## src/smx_pkg.sv

```systemverilog
`default_nettype none
package smx_pkg;
  localparam int SMX_NUM_MASTERS = 3;
  localparam int SMX_NUM_PERIPH = 4;
  localparam int SMX_NUM_RAM_PORTS = 7;
  localparam int SMX_NUM_DIRECT = 3;
  // Master numbers.
  localparam int SMX_MST_CPU = 0;
  localparam int SMX_MST_DEBUG = 1;
  localparam int SMX_MST_DMA = 2;
  // Slave numbers; SMX_SLV_SRAM stands for the RAM port of the asking master.
  localparam logic [2:0] SMX_SLV_FLASH = 3'h0;
  localparam logic [2:0] SMX_SLV_BRIDGE_A = 3'h1;
  localparam logic [2:0] SMX_SLV_BRIDGE_B = 3'h2;
  localparam logic [2:0] SMX_SLV_BRIDGE_C = 3'h3;
  localparam logic [2:0] SMX_SLV_SRAM = 3'h4;
  localparam logic [2:0] SMX_SLV_NONE = 3'h7;
  localparam logic [2:0] SMX_PORT_TRACE = 3'h0;
  localparam logic [2:0] SMX_PORT_RESERVED = 3'h1;
  localparam logic [2:0] SMX_PORT_DMA_WB = 3'h2;
  localparam logic [2:0] SMX_PORT_DMA_FETCH = 3'h3;
  localparam logic [2:0] SMX_PORT_CPU = 3'h4;
  localparam logic [2:0] SMX_PORT_DMA_DATA = 3'h5;
  localparam logic [2:0] SMX_PORT_DEBUG = 3'h6;
  localparam logic [3:0] SMX_REGION_FLASH = 4'h0;
  localparam logic [3:0] SMX_REGION_SRAM = 4'h2;
  localparam logic [7:0] SMX_REGION_BRIDGE_A = 8'h40;
  localparam logic [7:0] SMX_REGION_BRIDGE_B = 8'h41;
  localparam logic [7:0] SMX_REGION_BRIDGE_C = 8'h42;
  typedef enum logic [1:0] {
    SMX_QOS_BACKGROUND = 2'h0,
    SMX_QOS_BANDWIDTH = 2'h1,
    SMX_QOS_LATENCY = 2'h2,
    SMX_QOS_CRITICAL = 2'h3
  } smx_qos_t;
  localparam logic [1:0] SMX_QOS_TRACE_FIXED = SMX_QOS_CRITICAL;
  localparam logic [1:0] SMX_QOS_DEBUG_FIXED = SMX_QOS_BANDWIDTH;
  localparam logic [31:0] SMX_REG_CPU_RAM_PRIORITY = 32'h41007110;
  localparam logic [31:0] SMX_REG_RAM_STATUS = 32'h41007114;
  localparam int SMX_CPU_PRIO_LSB = 0;
  localparam int SMX_CPU_PRIO_MSB = 1;
  localparam logic [1:0] SMX_CPU_PRIO_RESET = 2'h0;
  localparam logic [1:0] SMX_RESP_OKAY = 2'h0;
  localparam logic [1:0] SMX_RESP_SLVERR = 2'h2;
  typedef struct packed {
    logic valid;
    logic write;
    logic [31:0] addr;
    logic [31:0] wdata;
  } smx_req_t;
  typedef struct packed {
    logic ready;
    logic [31:0] rdata;
  } smx_rsp_t;
  typedef struct packed {
    logic en;
    logic write;
    logic [31:0] addr;
    logic [31:0] wdata;
    logic [1:0] qos;
    logic [2:0] port;
  } smx_ram_t;
  function automatic logic [2:0] smx_decode(input logic [31:0] addr);
    logic [2:0] slv;
    slv = SMX_SLV_NONE;
    if (addr[31:28] == SMX_REGION_FLASH)
      slv = SMX_SLV_FLASH;
    else if (addr[31:28] == SMX_REGION_SRAM)
      slv = SMX_SLV_SRAM;
    else if (addr[31:24] == SMX_REGION_BRIDGE_A)
      slv = SMX_SLV_BRIDGE_A;
    else if (addr[31:24] == SMX_REGION_BRIDGE_B)
      slv = SMX_SLV_BRIDGE_B;
    else if (addr[31:24] == SMX_REGION_BRIDGE_C)
      slv = SMX_SLV_BRIDGE_C;
    return slv;
  endfunction : smx_decode
endpackage : smx_pkg
`default_nettype wire

```

## src/smx_bus_matrix.sv

```systemverilog
// Decided for this implementation: the AXI4-Lite register port.
`timescale 1ns/1ns
`default_nettype none
module smx_bus_matrix (
  input wire logic aclk, // Matrix clock, shared with all masters.
  input wire logic aresetn, // Synchronous reset, active low.
  input wire smx_pkg::smx_req_t [2:0] m_req, // Master requests by master number.
  output smx_pkg::smx_rsp_t [2:0] m_rsp, // Master answers by master number.
  output smx_pkg::smx_req_t [3:0] s_req, // Flash and bridge requests.
  input wire smx_pkg::smx_rsp_t [3:0] s_rsp, // Flash and bridge answers.
  input wire smx_pkg::smx_req_t [2:0] d_req, // Direct RAM ports 0, 2, 3.
  output smx_pkg::smx_rsp_t [2:0] d_rsp, // Direct RAM port answers.
  input wire logic [1:0] dma_wb_qos, // DMA write-back priority.
  input wire logic [1:0] dma_fetch_qos, // DMA descriptor fetch priority.
  input wire logic [1:0] dma_data_qos, // DMA data access priority.
  output smx_pkg::smx_ram_t ram, // Single RAM access with its priority.
  input wire logic [31:0] ram_rdata, // RAM read data.
  input wire logic s_axi_awvalid, // Write address valid.
  output logic s_axi_awready, // Write address ready.
  input wire logic [31:0] s_axi_awaddr, // Write address.
  input wire logic s_axi_wvalid, // Write data valid.
  output logic s_axi_wready, // Write data ready.
  input wire logic [31:0] s_axi_wdata, // Write data.
  input wire logic [3:0] s_axi_wstrb, // Write byte enables.
  output logic s_axi_bvalid, // Write response valid.
  input wire logic s_axi_bready, // Write response ready.
  output logic [1:0] s_axi_bresp, // Write response.
  input wire logic s_axi_arvalid, // Read address valid.
  output logic s_axi_arready, // Read address ready.
  input wire logic [31:0] s_axi_araddr, // Read address.
  output logic s_axi_rvalid, // Read data valid.
  input wire logic s_axi_rready, // Read data ready.
  output logic [31:0] s_axi_rdata, // Read data.
  output logic [1:0] s_axi_rresp // Read response.
);
  import smx_pkg::*;
  typedef struct packed {
    smx_req_t [SMX_NUM_PERIPH-1:0] sreq;
    logic [SMX_NUM_PERIPH-1:0] busy;
    logic [SMX_NUM_PERIPH-1:0][1:0] owner;
    logic [SMX_NUM_MASTERS-1:0] mbusy;
    smx_rsp_t [SMX_NUM_MASTERS-1:0] mrsp;
    smx_rsp_t [SMX_NUM_DIRECT-1:0] drsp;
  } smx_top_state_t;
  smx_top_state_t st;
  smx_top_state_t next_st;
  smx_req_t [SMX_NUM_RAM_PORTS-1:0] ram_req;
  logic [SMX_NUM_RAM_PORTS-1:0][1:0] ram_qos;
  logic [SMX_NUM_RAM_PORTS-1:0] ram_done;
  logic [31:0] ram_done_rdata;
  logic [1:0] cpu_ram_priority;
  logic ram_busy;
  logic [31:0] ram_status;
  logic found;
  logic [2:0] master_port [SMX_NUM_MASTERS];
  logic [2:0] direct_port [SMX_NUM_DIRECT];

  // Each master has a RAM port of its own behind the matrix.
  assign master_port[SMX_MST_CPU] = SMX_PORT_CPU;
  assign master_port[SMX_MST_DEBUG] = SMX_PORT_DEBUG;
  assign master_port[SMX_MST_DMA] = SMX_PORT_DMA_DATA;
  assign direct_port[0] = SMX_PORT_TRACE;
  assign direct_port[1] = SMX_PORT_DMA_WB;
  assign direct_port[2] = SMX_PORT_DMA_FETCH;

  always_comb
  begin
    ram_req = '0;
    for (int d = 0; d < SMX_NUM_DIRECT; d++)
      ram_req[direct_port[d]] = d_req[d];
    for (int m = 0; m < SMX_NUM_MASTERS; m++)
    begin
      ram_req[master_port[m]] = m_req[m];
      ram_req[master_port[m]].valid = m_req[m].valid &&
                                      smx_decode(m_req[m].addr) == SMX_SLV_SRAM;
    end
    ram_qos = '0;
    ram_qos[SMX_PORT_TRACE] = SMX_QOS_TRACE_FIXED;
    ram_qos[SMX_PORT_RESERVED] = SMX_QOS_BACKGROUND;
    ram_qos[SMX_PORT_DMA_WB] = dma_wb_qos;
    ram_qos[SMX_PORT_DMA_FETCH] = dma_fetch_qos;
    ram_qos[SMX_PORT_CPU] = cpu_ram_priority;
    ram_qos[SMX_PORT_DMA_DATA] = dma_data_qos;
    ram_qos[SMX_PORT_DEBUG] = SMX_QOS_DEBUG_FIXED;
  end

  // Flash and bridges are switched independently of each other and of the RAM.
  always_comb
  begin
    next_st = st;
    found = 1'b0;
    for (int m = 0; m < SMX_NUM_MASTERS; m++)
      next_st.mrsp[m].ready = 1'b0;
    for (int d = 0; d < SMX_NUM_DIRECT; d++)
    begin
      next_st.drsp[d].ready = ram_done[direct_port[d]];
      if (ram_done[direct_port[d]])
        next_st.drsp[d].rdata = ram_done_rdata;
    end
    for (int s = 0; s < SMX_NUM_PERIPH; s++)
    begin
      if (st.busy[s])
      begin
        if (s_rsp[s].ready)
        begin
          next_st.sreq[s].valid = 1'b0;
          next_st.busy[s] = 1'b0;
          next_st.mbusy[st.owner[s]] = 1'b0;
          next_st.mrsp[st.owner[s]] = '{ready: 1'b1, rdata: s_rsp[s].rdata};
        end
      end
      else
      begin
        found = 1'b0;
        // The lowest master number takes an idle slave; the others wait unready.
        for (int m = 0; m < SMX_NUM_MASTERS; m++)
        begin
          if (!found && m_req[m].valid && !st.mrsp[m].ready && !st.mbusy[m] &&
              smx_decode(m_req[m].addr) == 3'(s))
          begin
            found = 1'b1;
            next_st.sreq[s] = m_req[m];
            next_st.busy[s] = 1'b1;
            next_st.owner[s] = 2'(m);
            next_st.mbusy[m] = 1'b1;
          end
        end
      end
    end
    for (int m = 0; m < SMX_NUM_MASTERS; m++)
    begin
      if (ram_done[master_port[m]])
        next_st.mrsp[m] = '{ready: 1'b1, rdata: ram_done_rdata};
      else if (m_req[m].valid && !st.mrsp[m].ready &&
               smx_decode(m_req[m].addr) == SMX_SLV_NONE)
        next_st.mrsp[m] = '{ready: 1'b1, rdata: 32'h00000000};
    end
  end

  assign m_rsp = st.mrsp;
  assign s_req = st.sreq;
  assign d_rsp = st.drsp;
  assign ram_status = {25'h0000000, ram_busy, 1'b0, ram.port, ram.qos};

  // Masters and matrix share this one clock edge.
  always_ff @(posedge aclk)
  begin
    if (!aresetn)
      st <= '0;
    else
      st <= next_st;
  end

  smx_ram_arbiter #(
    .NUM_PORTS(SMX_NUM_RAM_PORTS)
  ) u_ram_arbiter (
    .aclk(aclk),
    .aresetn(aresetn),
    .port_req(ram_req),
    .port_qos(ram_qos),
    .ram_rdata(ram_rdata),
    .done(ram_done),
    .done_rdata(ram_done_rdata),
    .ram(ram),
    .busy(ram_busy)
  );

  smx_axil_regs u_regs (
    .aclk(aclk),
    .aresetn(aresetn),
    .s_axi_awvalid(s_axi_awvalid),
    .s_axi_awready(s_axi_awready),
    .s_axi_awaddr(s_axi_awaddr),
    .s_axi_wvalid(s_axi_wvalid),
    .s_axi_wready(s_axi_wready),
    .s_axi_wdata(s_axi_wdata),
    .s_axi_wstrb(s_axi_wstrb),
    .s_axi_bvalid(s_axi_bvalid),
    .s_axi_bready(s_axi_bready),
    .s_axi_bresp(s_axi_bresp),
    .s_axi_arvalid(s_axi_arvalid),
    .s_axi_arready(s_axi_arready),
    .s_axi_araddr(s_axi_araddr),
    .s_axi_rvalid(s_axi_rvalid),
    .s_axi_rready(s_axi_rready),
    .s_axi_rdata(s_axi_rdata),
    .s_axi_rresp(s_axi_rresp),
    .status(ram_status),
    .cpu_ram_priority(cpu_ram_priority)
  );
endmodule : smx_bus_matrix
`default_nettype wire

```

## src/smx_ram_arbiter.sv

```systemverilog
`timescale 1ns/1ns
`default_nettype none
module smx_ram_arbiter #(
  parameter int NUM_PORTS = 7
) (
  input wire logic aclk, // Matrix clock.
  input wire logic aresetn, // Synchronous reset, active low.
  input wire smx_pkg::smx_req_t [NUM_PORTS-1:0] port_req, // Held RAM requests.
  input wire logic [NUM_PORTS-1:0][1:0] port_qos, // Priority of each port.
  input wire logic [31:0] ram_rdata, // RAM read data, one cycle after en.
  output logic [NUM_PORTS-1:0] done, // Answer strobe per port.
  output logic [31:0] done_rdata, // Read data for the answered port.
  output smx_pkg::smx_ram_t ram, // Access to the RAM, priority included.
  output logic busy // An access is under way.
);
  import smx_pkg::*;
  typedef enum logic [1:0] {SMX_ARB_IDLE, SMX_ARB_ACCESS, SMX_ARB_ANSWER} smx_arb_phase_t;
  typedef struct packed {
    smx_arb_phase_t phase;
    smx_ram_t ram;
    logic [NUM_PORTS-1:0] aged;
    logic [NUM_PORTS-1:0] answered;
  } smx_arb_state_t;
  smx_arb_state_t st;
  smx_arb_state_t next_st;
  logic found;
  logic [1:0] best_qos;
  logic [2:0] best_port;
  logic eligible;

  always_comb
  begin
    next_st = st;
    next_st.ram.en = 1'b0;
    next_st.answered = '0;
    done = '0;
    found = 1'b0;
    best_qos = SMX_QOS_BACKGROUND;
    best_port = SMX_PORT_TRACE;
    eligible = 1'b0;
    unique case (st.phase)
      SMX_ARB_IDLE:
      begin
        for (int p = 0; p < NUM_PORTS; p++)
        begin
          // Low levels wait a cycle in the aged flag first.
          eligible = port_req[p].valid && !st.answered[p] &&
                     (port_qos[p] >= SMX_QOS_LATENCY || st.aged[p]);
          // Strictly higher level replaces; ties keep the lower port.
          if (eligible && (!found || port_qos[p] > best_qos))
          begin
            found = 1'b1;
            best_qos = port_qos[p];
            best_port = 3'(p);
          end
        end
        if (found)
        begin
          next_st.phase = SMX_ARB_ACCESS;
          next_st.ram.en = 1'b1;
          next_st.ram.write = port_req[best_port].write;
          next_st.ram.addr = port_req[best_port].addr;
          next_st.ram.wdata = port_req[best_port].wdata;
          next_st.ram.qos = best_qos;
          next_st.ram.port = best_port;
        end
      end
      SMX_ARB_ACCESS:
        next_st.phase = SMX_ARB_ANSWER;
      SMX_ARB_ANSWER:
      begin
        done[st.ram.port] = 1'b1;
        next_st.answered[st.ram.port] = 1'b1;
        next_st.phase = SMX_ARB_IDLE;
      end
    endcase
    for (int p = 0; p < NUM_PORTS; p++)
      next_st.aged[p] = port_req[p].valid && !st.answered[p] && !next_st.answered[p];
  end

  assign done_rdata = ram_rdata;
  assign ram = st.ram;
  assign busy = (st.phase != SMX_ARB_IDLE);

  always_ff @(posedge aclk)
  begin
    if (!aresetn)
      st <= '0;
    else
      st <= next_st;
  end
endmodule : smx_ram_arbiter
`default_nettype wire

```

## src/smx_axil_regs.sv

```systemverilog
`timescale 1ns/1ns
`default_nettype none
module smx_axil_regs (
  input wire logic aclk, // Matrix clock.
  input wire logic aresetn, // Synchronous reset, active low.
  input wire logic s_axi_awvalid, // Write address valid.
  output logic s_axi_awready, // Write address ready.
  input wire logic [31:0] s_axi_awaddr, // Write address.
  input wire logic s_axi_wvalid, // Write data valid.
  output logic s_axi_wready, // Write data ready.
  input wire logic [31:0] s_axi_wdata, // Write data.
  input wire logic [3:0] s_axi_wstrb, // Write byte enables.
  output logic s_axi_bvalid, // Write response valid.
  input wire logic s_axi_bready, // Write response ready.
  output logic [1:0] s_axi_bresp, // Write response.
  input wire logic s_axi_arvalid, // Read address valid.
  output logic s_axi_arready, // Read address ready.
  input wire logic [31:0] s_axi_araddr, // Read address.
  output logic s_axi_rvalid, // Read data valid.
  input wire logic s_axi_rready, // Read data ready.
  output logic [31:0] s_axi_rdata, // Read data.
  output logic [1:0] s_axi_rresp, // Read response.
  input wire logic [31:0] status, // Arbiter state for the status register.
  output logic [1:0] cpu_ram_priority // Core RAM priority field.
);
  import smx_pkg::*;
  typedef struct packed {
    logic awready;
    logic wready;
    logic aw_have;
    logic w_have;
    logic [31:0] awaddr;
    logic [31:0] wdata;
    logic wstrb0;
    logic bvalid;
    logic [1:0] bresp;
    logic arready;
    logic rvalid;
    logic [31:0] rdata;
    logic [1:0] rresp;
    logic [1:0] cpu_ram_priority;
  } smx_axil_state_t;
  localparam smx_axil_state_t SMX_AXIL_RESET = '{
    awready: 1'b1, wready: 1'b1, arready: 1'b1, cpu_ram_priority: SMX_CPU_PRIO_RESET, default: '0};
  smx_axil_state_t st;
  smx_axil_state_t next_st;

  always_comb
  begin
    next_st = st;
    if (s_axi_awvalid && st.awready)
    begin
      next_st.aw_have = 1'b1;
      next_st.awaddr = s_axi_awaddr;
    end
    if (s_axi_wvalid && st.wready)
    begin
      next_st.w_have = 1'b1;
      next_st.wdata = s_axi_wdata;
      next_st.wstrb0 = s_axi_wstrb[0];
    end
    if (st.bvalid && s_axi_bready)
      next_st.bvalid = 1'b0;
    if (next_st.aw_have && next_st.w_have && !st.bvalid)
    begin
      next_st.aw_have = 1'b0;
      next_st.w_have = 1'b0;
      next_st.bvalid = 1'b1;
      next_st.bresp = SMX_RESP_OKAY;
      if (next_st.awaddr == SMX_REG_CPU_RAM_PRIORITY)
      begin
        if (next_st.wstrb0)
          next_st.cpu_ram_priority = next_st.wdata[SMX_CPU_PRIO_MSB:SMX_CPU_PRIO_LSB];
      end
      else if (next_st.awaddr != SMX_REG_RAM_STATUS)
        next_st.bresp = SMX_RESP_SLVERR;
    end
    next_st.awready = !next_st.aw_have && !next_st.bvalid;
    next_st.wready = !next_st.w_have && !next_st.bvalid;
    if (st.rvalid && s_axi_rready)
      next_st.rvalid = 1'b0;
    if (s_axi_arvalid && st.arready)
    begin
      next_st.rvalid = 1'b1;
      next_st.rresp = SMX_RESP_OKAY;
      next_st.rdata = '0;
      if (s_axi_araddr == SMX_REG_CPU_RAM_PRIORITY)
        next_st.rdata[SMX_CPU_PRIO_MSB:SMX_CPU_PRIO_LSB] = st.cpu_ram_priority;
      else if (s_axi_araddr == SMX_REG_RAM_STATUS)
        next_st.rdata = status;
      else
        next_st.rresp = SMX_RESP_SLVERR;
    end
    next_st.arready = !next_st.rvalid;
  end

  assign s_axi_awready = st.awready;
  assign s_axi_wready = st.wready;
  assign s_axi_bvalid = st.bvalid;
  assign s_axi_bresp = st.bresp;
  assign s_axi_arready = st.arready;
  assign s_axi_rvalid = st.rvalid;
  assign s_axi_rdata = st.rdata;
  assign s_axi_rresp = st.rresp;
  assign cpu_ram_priority = st.cpu_ram_priority;

  always_ff @(posedge aclk)
  begin
    if (!aresetn)
      st <= SMX_AXIL_RESET;
    else
      st <= next_st;
  end
endmodule : smx_axil_regs
`default_nettype wire

```

## config.mk

```make
export PLATFORM = sky130hd
export DESIGN_NAME = smx_bus_matrix
export DESIGN_NICKNAME = d
export VERILOG_FILES = /design/src/smx_pkg.sv /design/src/smx_bus_matrix.sv /design/src/smx_ram_arbiter.sv /design/src/smx_axil_regs.sv
export SDC_FILE = /design/constraint.sdc
export NUM_CORES = 2
export LEC_CHECK = 0
export BUFFER_PORTS_ARGS = -buffer_cell sky130_fd_sc_hd__buf_4
export CORE_AREA = 8 8 477 479
export CTS_CLUSTER_DIAMETER = 100
export CTS_CLUSTER_SIZE = 10
export DETAILED_ROUTE_END_ITERATION = 8
export DIE_AREA = 0 0 485 487
export PLACE_DENSITY_LB_ADDON = 0.08
export SYNTH_ARGS = -nofsm -noshare
export SYNTH_HDL_FRONTEND = slang
export SYNTH_HIERARCHICAL = 1
export SYNTH_SLANG_ARGS = --single-unit
export TNS_END_PERCENT = 5
```

## constraint.sdc

```tcl
create_clock -name aclk -period 10.75 [get_ports aclk]
set_clock_uncertainty 0.1 [all_clocks]
set_input_delay 2.15 -clock aclk [delete_from_list [all_inputs] [get_ports aclk]]
set_output_delay 2.15 -clock aclk [all_outputs]
set_load 0.05 [all_outputs]
```

Word-level counts from Yosys, hierarchy flattened
Cells that the tools add are included.
- memory bits (writable): 0
- output and inout port bits: 574
- flip-flop bits (word level): 642
- memories kept: 0
- bits in latches: 0
- bits in read-only memories: 0
- word-level logic and storage cells: 476
- input bits: 673
- multipliers: 0
- mux-type cells: 195
- $lt $le $gt $ge: 20
- add/subtract/negate cells: 0
- divide/modulo/power cells: 0
- shift-type cells: 0
- bitwise gates (word level): 12
- equal/unequal tests: 38
- reduce and logical (&&, ||, !) cells: 154
- operators by type and width (kind ; number):
    2-to-1 mux 66 bit ; 12
    2-to-1 mux 102 bit ; 4
    bitwise mux 99 bit ; 4
    2-to-1 mux 99 bit ; 4
    2-to-1 mux 33 bit ; 10
    demux 33 bit (select 2 bit) ; 4
    binary-select mux 66 bit (select 3 bit) ; 1
    2-to-1 mux 3 bit ; 41
    equality test 32 x 31 -> 1 bit (second input constant) ; 3
    logical AND 1 bit ; 82
    2-to-1 mux 73 bit ; 1
    equality test 8 x 7 -> 1 bit (second input constant) ; 9
    2-to-1 mux 1 bit ; 72
    2-to-1 mux 65 bit ; 1
    2-to-1 mux 2 bit ; 30
    logical NOT 1 bit ; 36
    2-to-1 mux 35 bit ; 1
    2-to-1 mux 32 bit ; 1
    != test 32 x 31 -> 1 bit (second input constant) ; 1
    AND reduction 2 bit ; 10
    equality test 3 x 2 -> 1 bit (second input constant) ; 6
    equality test 3 bit (second input constant) ; 6
    nonzero test 4 bit ; 4
    2-to-1 mux 7 bit ; 2
    27 further kinds ; 74

Depth between registers and ports, before layout
- depth in word-level cells: 36
- gate-level depth with buffers: 47
- gate-level depth less buffers: 42

Hierarchy
Netlist, hierarchy kept.
- by module, submodules not included (module ; sequential area each (um2) ; times used ; cells each ; area each (um2)):
    smx_bus_matrix ; 9549.2 ; 1 ; 3248 ; 26619.3
    smx_ram_arbiter ; 1741.7 ; 1 ; 1222 ; 9162.5
    smx_axil_regs ; 1561.5 ; 1 ; 376 ; 3430.8

Worst setup path after synthesis
No wires, ideal clock.
- kind: input-to-reg
- start point: input port d_req[65] (netlist bit)
- end point: register u_ram_arbiter.st (netlist bit u_ram_arbiter/ram[10])
- buffers on the path: 6
- required time: 10519 ps
- setup slack: 1116 ps
- library setup time: 131 ps
- data arrival time: 9403 ps
- cell stages on the path: 39
- cell sequence: nor2b_1 > and2_1 > o22ai_1 > ha_1 > nor2b_1 > a2bb2oi_1 > o21ai_0 > o221a_2 > a21oi_1 > ha_1 > nor2b_1 > a2bb2oi_1 > o21ai_0 > nand2_1 > o221a_2 > ha_1 > a2bb2oi_1 > a21oi_1 > (+3 left out) > and2_1 > ha_1 > nor2b_1 > o2111ai_1 > and2_4 > buf_6 > buf_2 > clkbuf_1 > mux2_2 > ha_1 > a2bb2oi_1 > a31oi_1 > nor2_2 > a31oi_1 > buf_2 > buf_2 > o31ai_1 > a32oi_1
- word-level cells in the longest chain between the ends: 30
- elaborated cells on any way between the ends: 52
- classes of those cells: order compare (5); mux (30); reduce/logical (17)
- ends and longest elaborated chain (element ; line ; RTL):
    start: declaration ; smx_bus_matrix.sv:11 ; input wire smx_pkg::smx_req_t [2:0] d_req,
    logical AND 1 bit (*) ; smx_ram_arbiter.sv:47 ; eligible = port_req[p].valid && !st.answered[p] &&
    2-to-1 mux 2 bit / 2-to-1 mux 1 bit (equally long branches) ; smx_ram_arbiter.sv:50 ; if (eligible && (!found || port_qos[p] > best_qos))
    2-to-1 mux 2 bit / 2-to-1 mux 1 bit (equally long branches) ; smx_ram_arbiter.sv:41 ; unique case (st.phase)
    > comparator 2 bit / logical NOT 1 bit (equally long branches) ; smx_ram_arbiter.sv:50 ;
    logical OR 1 bit ; smx_ram_arbiter.sv:50 ;
    logical AND 1 bit ; smx_ram_arbiter.sv:50 ;
    2-to-1 mux 2 bit / 2-to-1 mux 1 bit (equally long branches) ; smx_ram_arbiter.sv:50 ;
    2-to-1 mux 2 bit / 2-to-1 mux 1 bit (equally long branches) ; smx_ram_arbiter.sv:41 ;
    (+14 left out) ; -- ;
    2-to-1 mux 2 bit / 2-to-1 mux 1 bit (equally long branches) ; smx_ram_arbiter.sv:41 ;
    > comparator 1 x 2 -> 1 bit / logical NOT 1 bit (equally long branches) ; smx_ram_arbiter.sv:50 ;
    logical OR 1 bit ; smx_ram_arbiter.sv:50 ;
    logical AND 1 bit ; smx_ram_arbiter.sv:50 ;
    2-to-1 mux 3 bit ; smx_ram_arbiter.sv:50 ;
    2-to-1 mux 3 bit ; smx_ram_arbiter.sv:41 ;
    binary-select mux 66 bit (select 3 bit) ; smx_ram_arbiter.sv:63 ; next_st.ram.wdata = port_req[best_port].wdata;
    2-to-1 mux 65 bit ; -- ;
    end signal: assignment ; smx_ram_arbiter.sv:90 ; st <= next_st;
    end: declaration ; smx_ram_arbiter.sv:24 ; smx_arb_state_t st;
Every way passes the cells marked *; elsewhere a longest branch is shown, timed or not. The select of a mux whose other input is x is not followed.
A chain may end at the register's enable or synchronous reset.

Worst setup path after layout
Ends and elaborated chain as after synthesis.

==> run metrics <==
Die Span X=485 µm; first-pass GRT wire length=366000 µm; # DRC=0; Final Worst Setup Slack=894 ps; Cells after Synth=4845; Reg2Reg Depth=40; RSZ-0062 raised after global routing=no; final non-filler cell total=8264; post-CTS resize count=0; total chip power=7.26 mW; minimum clock period=9860 ps; CTS Buf Count=80; dpl hpwl=200000 µm; CP Data Arrival Time=10400 ps; vias in the first global route=39000; DIE AREA=236000 µm²; Peak supply drop=0.104 mV; CTS tree=yes; Max Cap Viol=0; slowest stage delay, CP=440 ps; Worst Setup Start Kind=primary input; period utilisation layout=91.7%; worst hold path type=reg2reg; share of cells above drive strength 1=28.3%; critical path endpoint category=flip-flop; status=finished, final reports clean; Power Density=146 nW/µm²; worst slew pin tran=1250 ps; DR iter-0 viols=2828; pin count of the biggest net entering global routing=134; Critical Path RT=11290 ps; Synth-to-Final Area Change=27.0%; Synth Cell Area=39200 µm²; Starting Density=17.8%; CTS root buf=clkbuf_16; core area=220000 µm²; total negative setup slack=0 ps; critical path's slowest cell=o21ai_0; vias per std cell=4.80; I/O pins=1247; FP Rows=173; crit path buf inv count=5; Vias=39700; H-tree depth=3; hold buffer count at cts=0; CP Class=in2reg; commonest non-fill, non-tap cell in the layout=buf_4; Placer Congestion=0.811; total routed wirelength=276000 µm; drt wl/cell=33.3 µm; Die H=487 µm; port bufs=1211; Placed Instances=8116; stages on the worst setup path=41; most frequent cells in the layout=1312 x buf_4, 640 x dfxtp_1, 378 x nor2_1, 325 x nand2_1, 229 x o21ai_0; Static Leak=20.7 nW; Setup Slack @ Placement=220 ps; post-route ant nets=0; synth warn=6; # setup viols final=0; CP max FO=56; initial antenna violation count=78; Clock transition at path regs=70 ps; fin. max-slew vios=0; total grt overflow=0; crit-path most repeated cell=nor2b_1; drt pass-1 iters=8; clk sinks=642; total track usage=21.9%; relative max-transition margin=16.1%; worst skew pair latency=720 ps; Max Clk Rate=101 MHz; final hold vios=0; Final nets=5999; per-instance average area after synthesis=8.09 µm²; post-CTS setup repair buffer count=0; Final Util=22.6%; hold depth=2; delay-heaviest family, CP=compound AO/OA/AOI/OAI gates; Clock Path Buffers=3
[layout make-up]
cell class              count  area, µm²
diodes                     37       92.6
clock buffers              93       2130
clock inverters            18        327
fillers                 24400     171000
inverters                  24       92.6
multi-input cells        3234      20500
flip-flops and latches    642      12900
well taps                2887       3610
repair buffers           1329      10200
[worst min-delay path, cell delays in order, from the launching register on]
cell,delay (ps)
dfxtp_1,310
nand2_1,50
o21ai_1,50
[routing by layer]
layer	share of wire (%)	track usage, %	wire, µm
met5	0.076	0	209
met4	3.4	7.65	9310
met3	8.0	6.68	22100
met2	47	36.4	130000
met1	41	26.9	114000
[report_power, final]
group | switching (mW) | total, mW | internal, mW | leakage [nW]
registers | 0.0721 | 2.57 | 2.50 | 5.21
logic | 1.29 | 1.89 | 0.600 | 14.3
clock network | 1.26 | 2.79 | 1.53 | 1.20
[sequential cells by signal, indices dropped and copies added, names as in the netlist, 2 cells and up]
register and flops:
s_req 264, u_ram_arbiter/ram 71, u_regs/cpu_ram_priority 2, st 15
d_rsp 99, u_ram_arbiter/st 16, m_rsp 99, u_regs/st 37
u_regs/s_axi_rdata 32
[path summary, 6_finish.rpt]
check                                         start                     to  slack (ps)
worst min-delay path                     s_req[109]             s_req[109]         350
worst max register to register  u_ram_arbiter/st[0]  u_ram_arbiter/ram[10]        2170
worst min register to register           s_req[109]             s_req[109]         350
worst max-delay path                      d_req[65]  u_ram_arbiter/ram[10]         890
[metrics by stage]
step	cell area (µm²)	hold slack [ps]
6_report	49800	348
5_1_grt	49800	372
4_1_cts	49700	350
3_3_place_gp	47300	339
2_1_floorplan	39600	326
3_5_place_dp	47300	342
No activity file was read; power rests on OpenSTA's default activity.
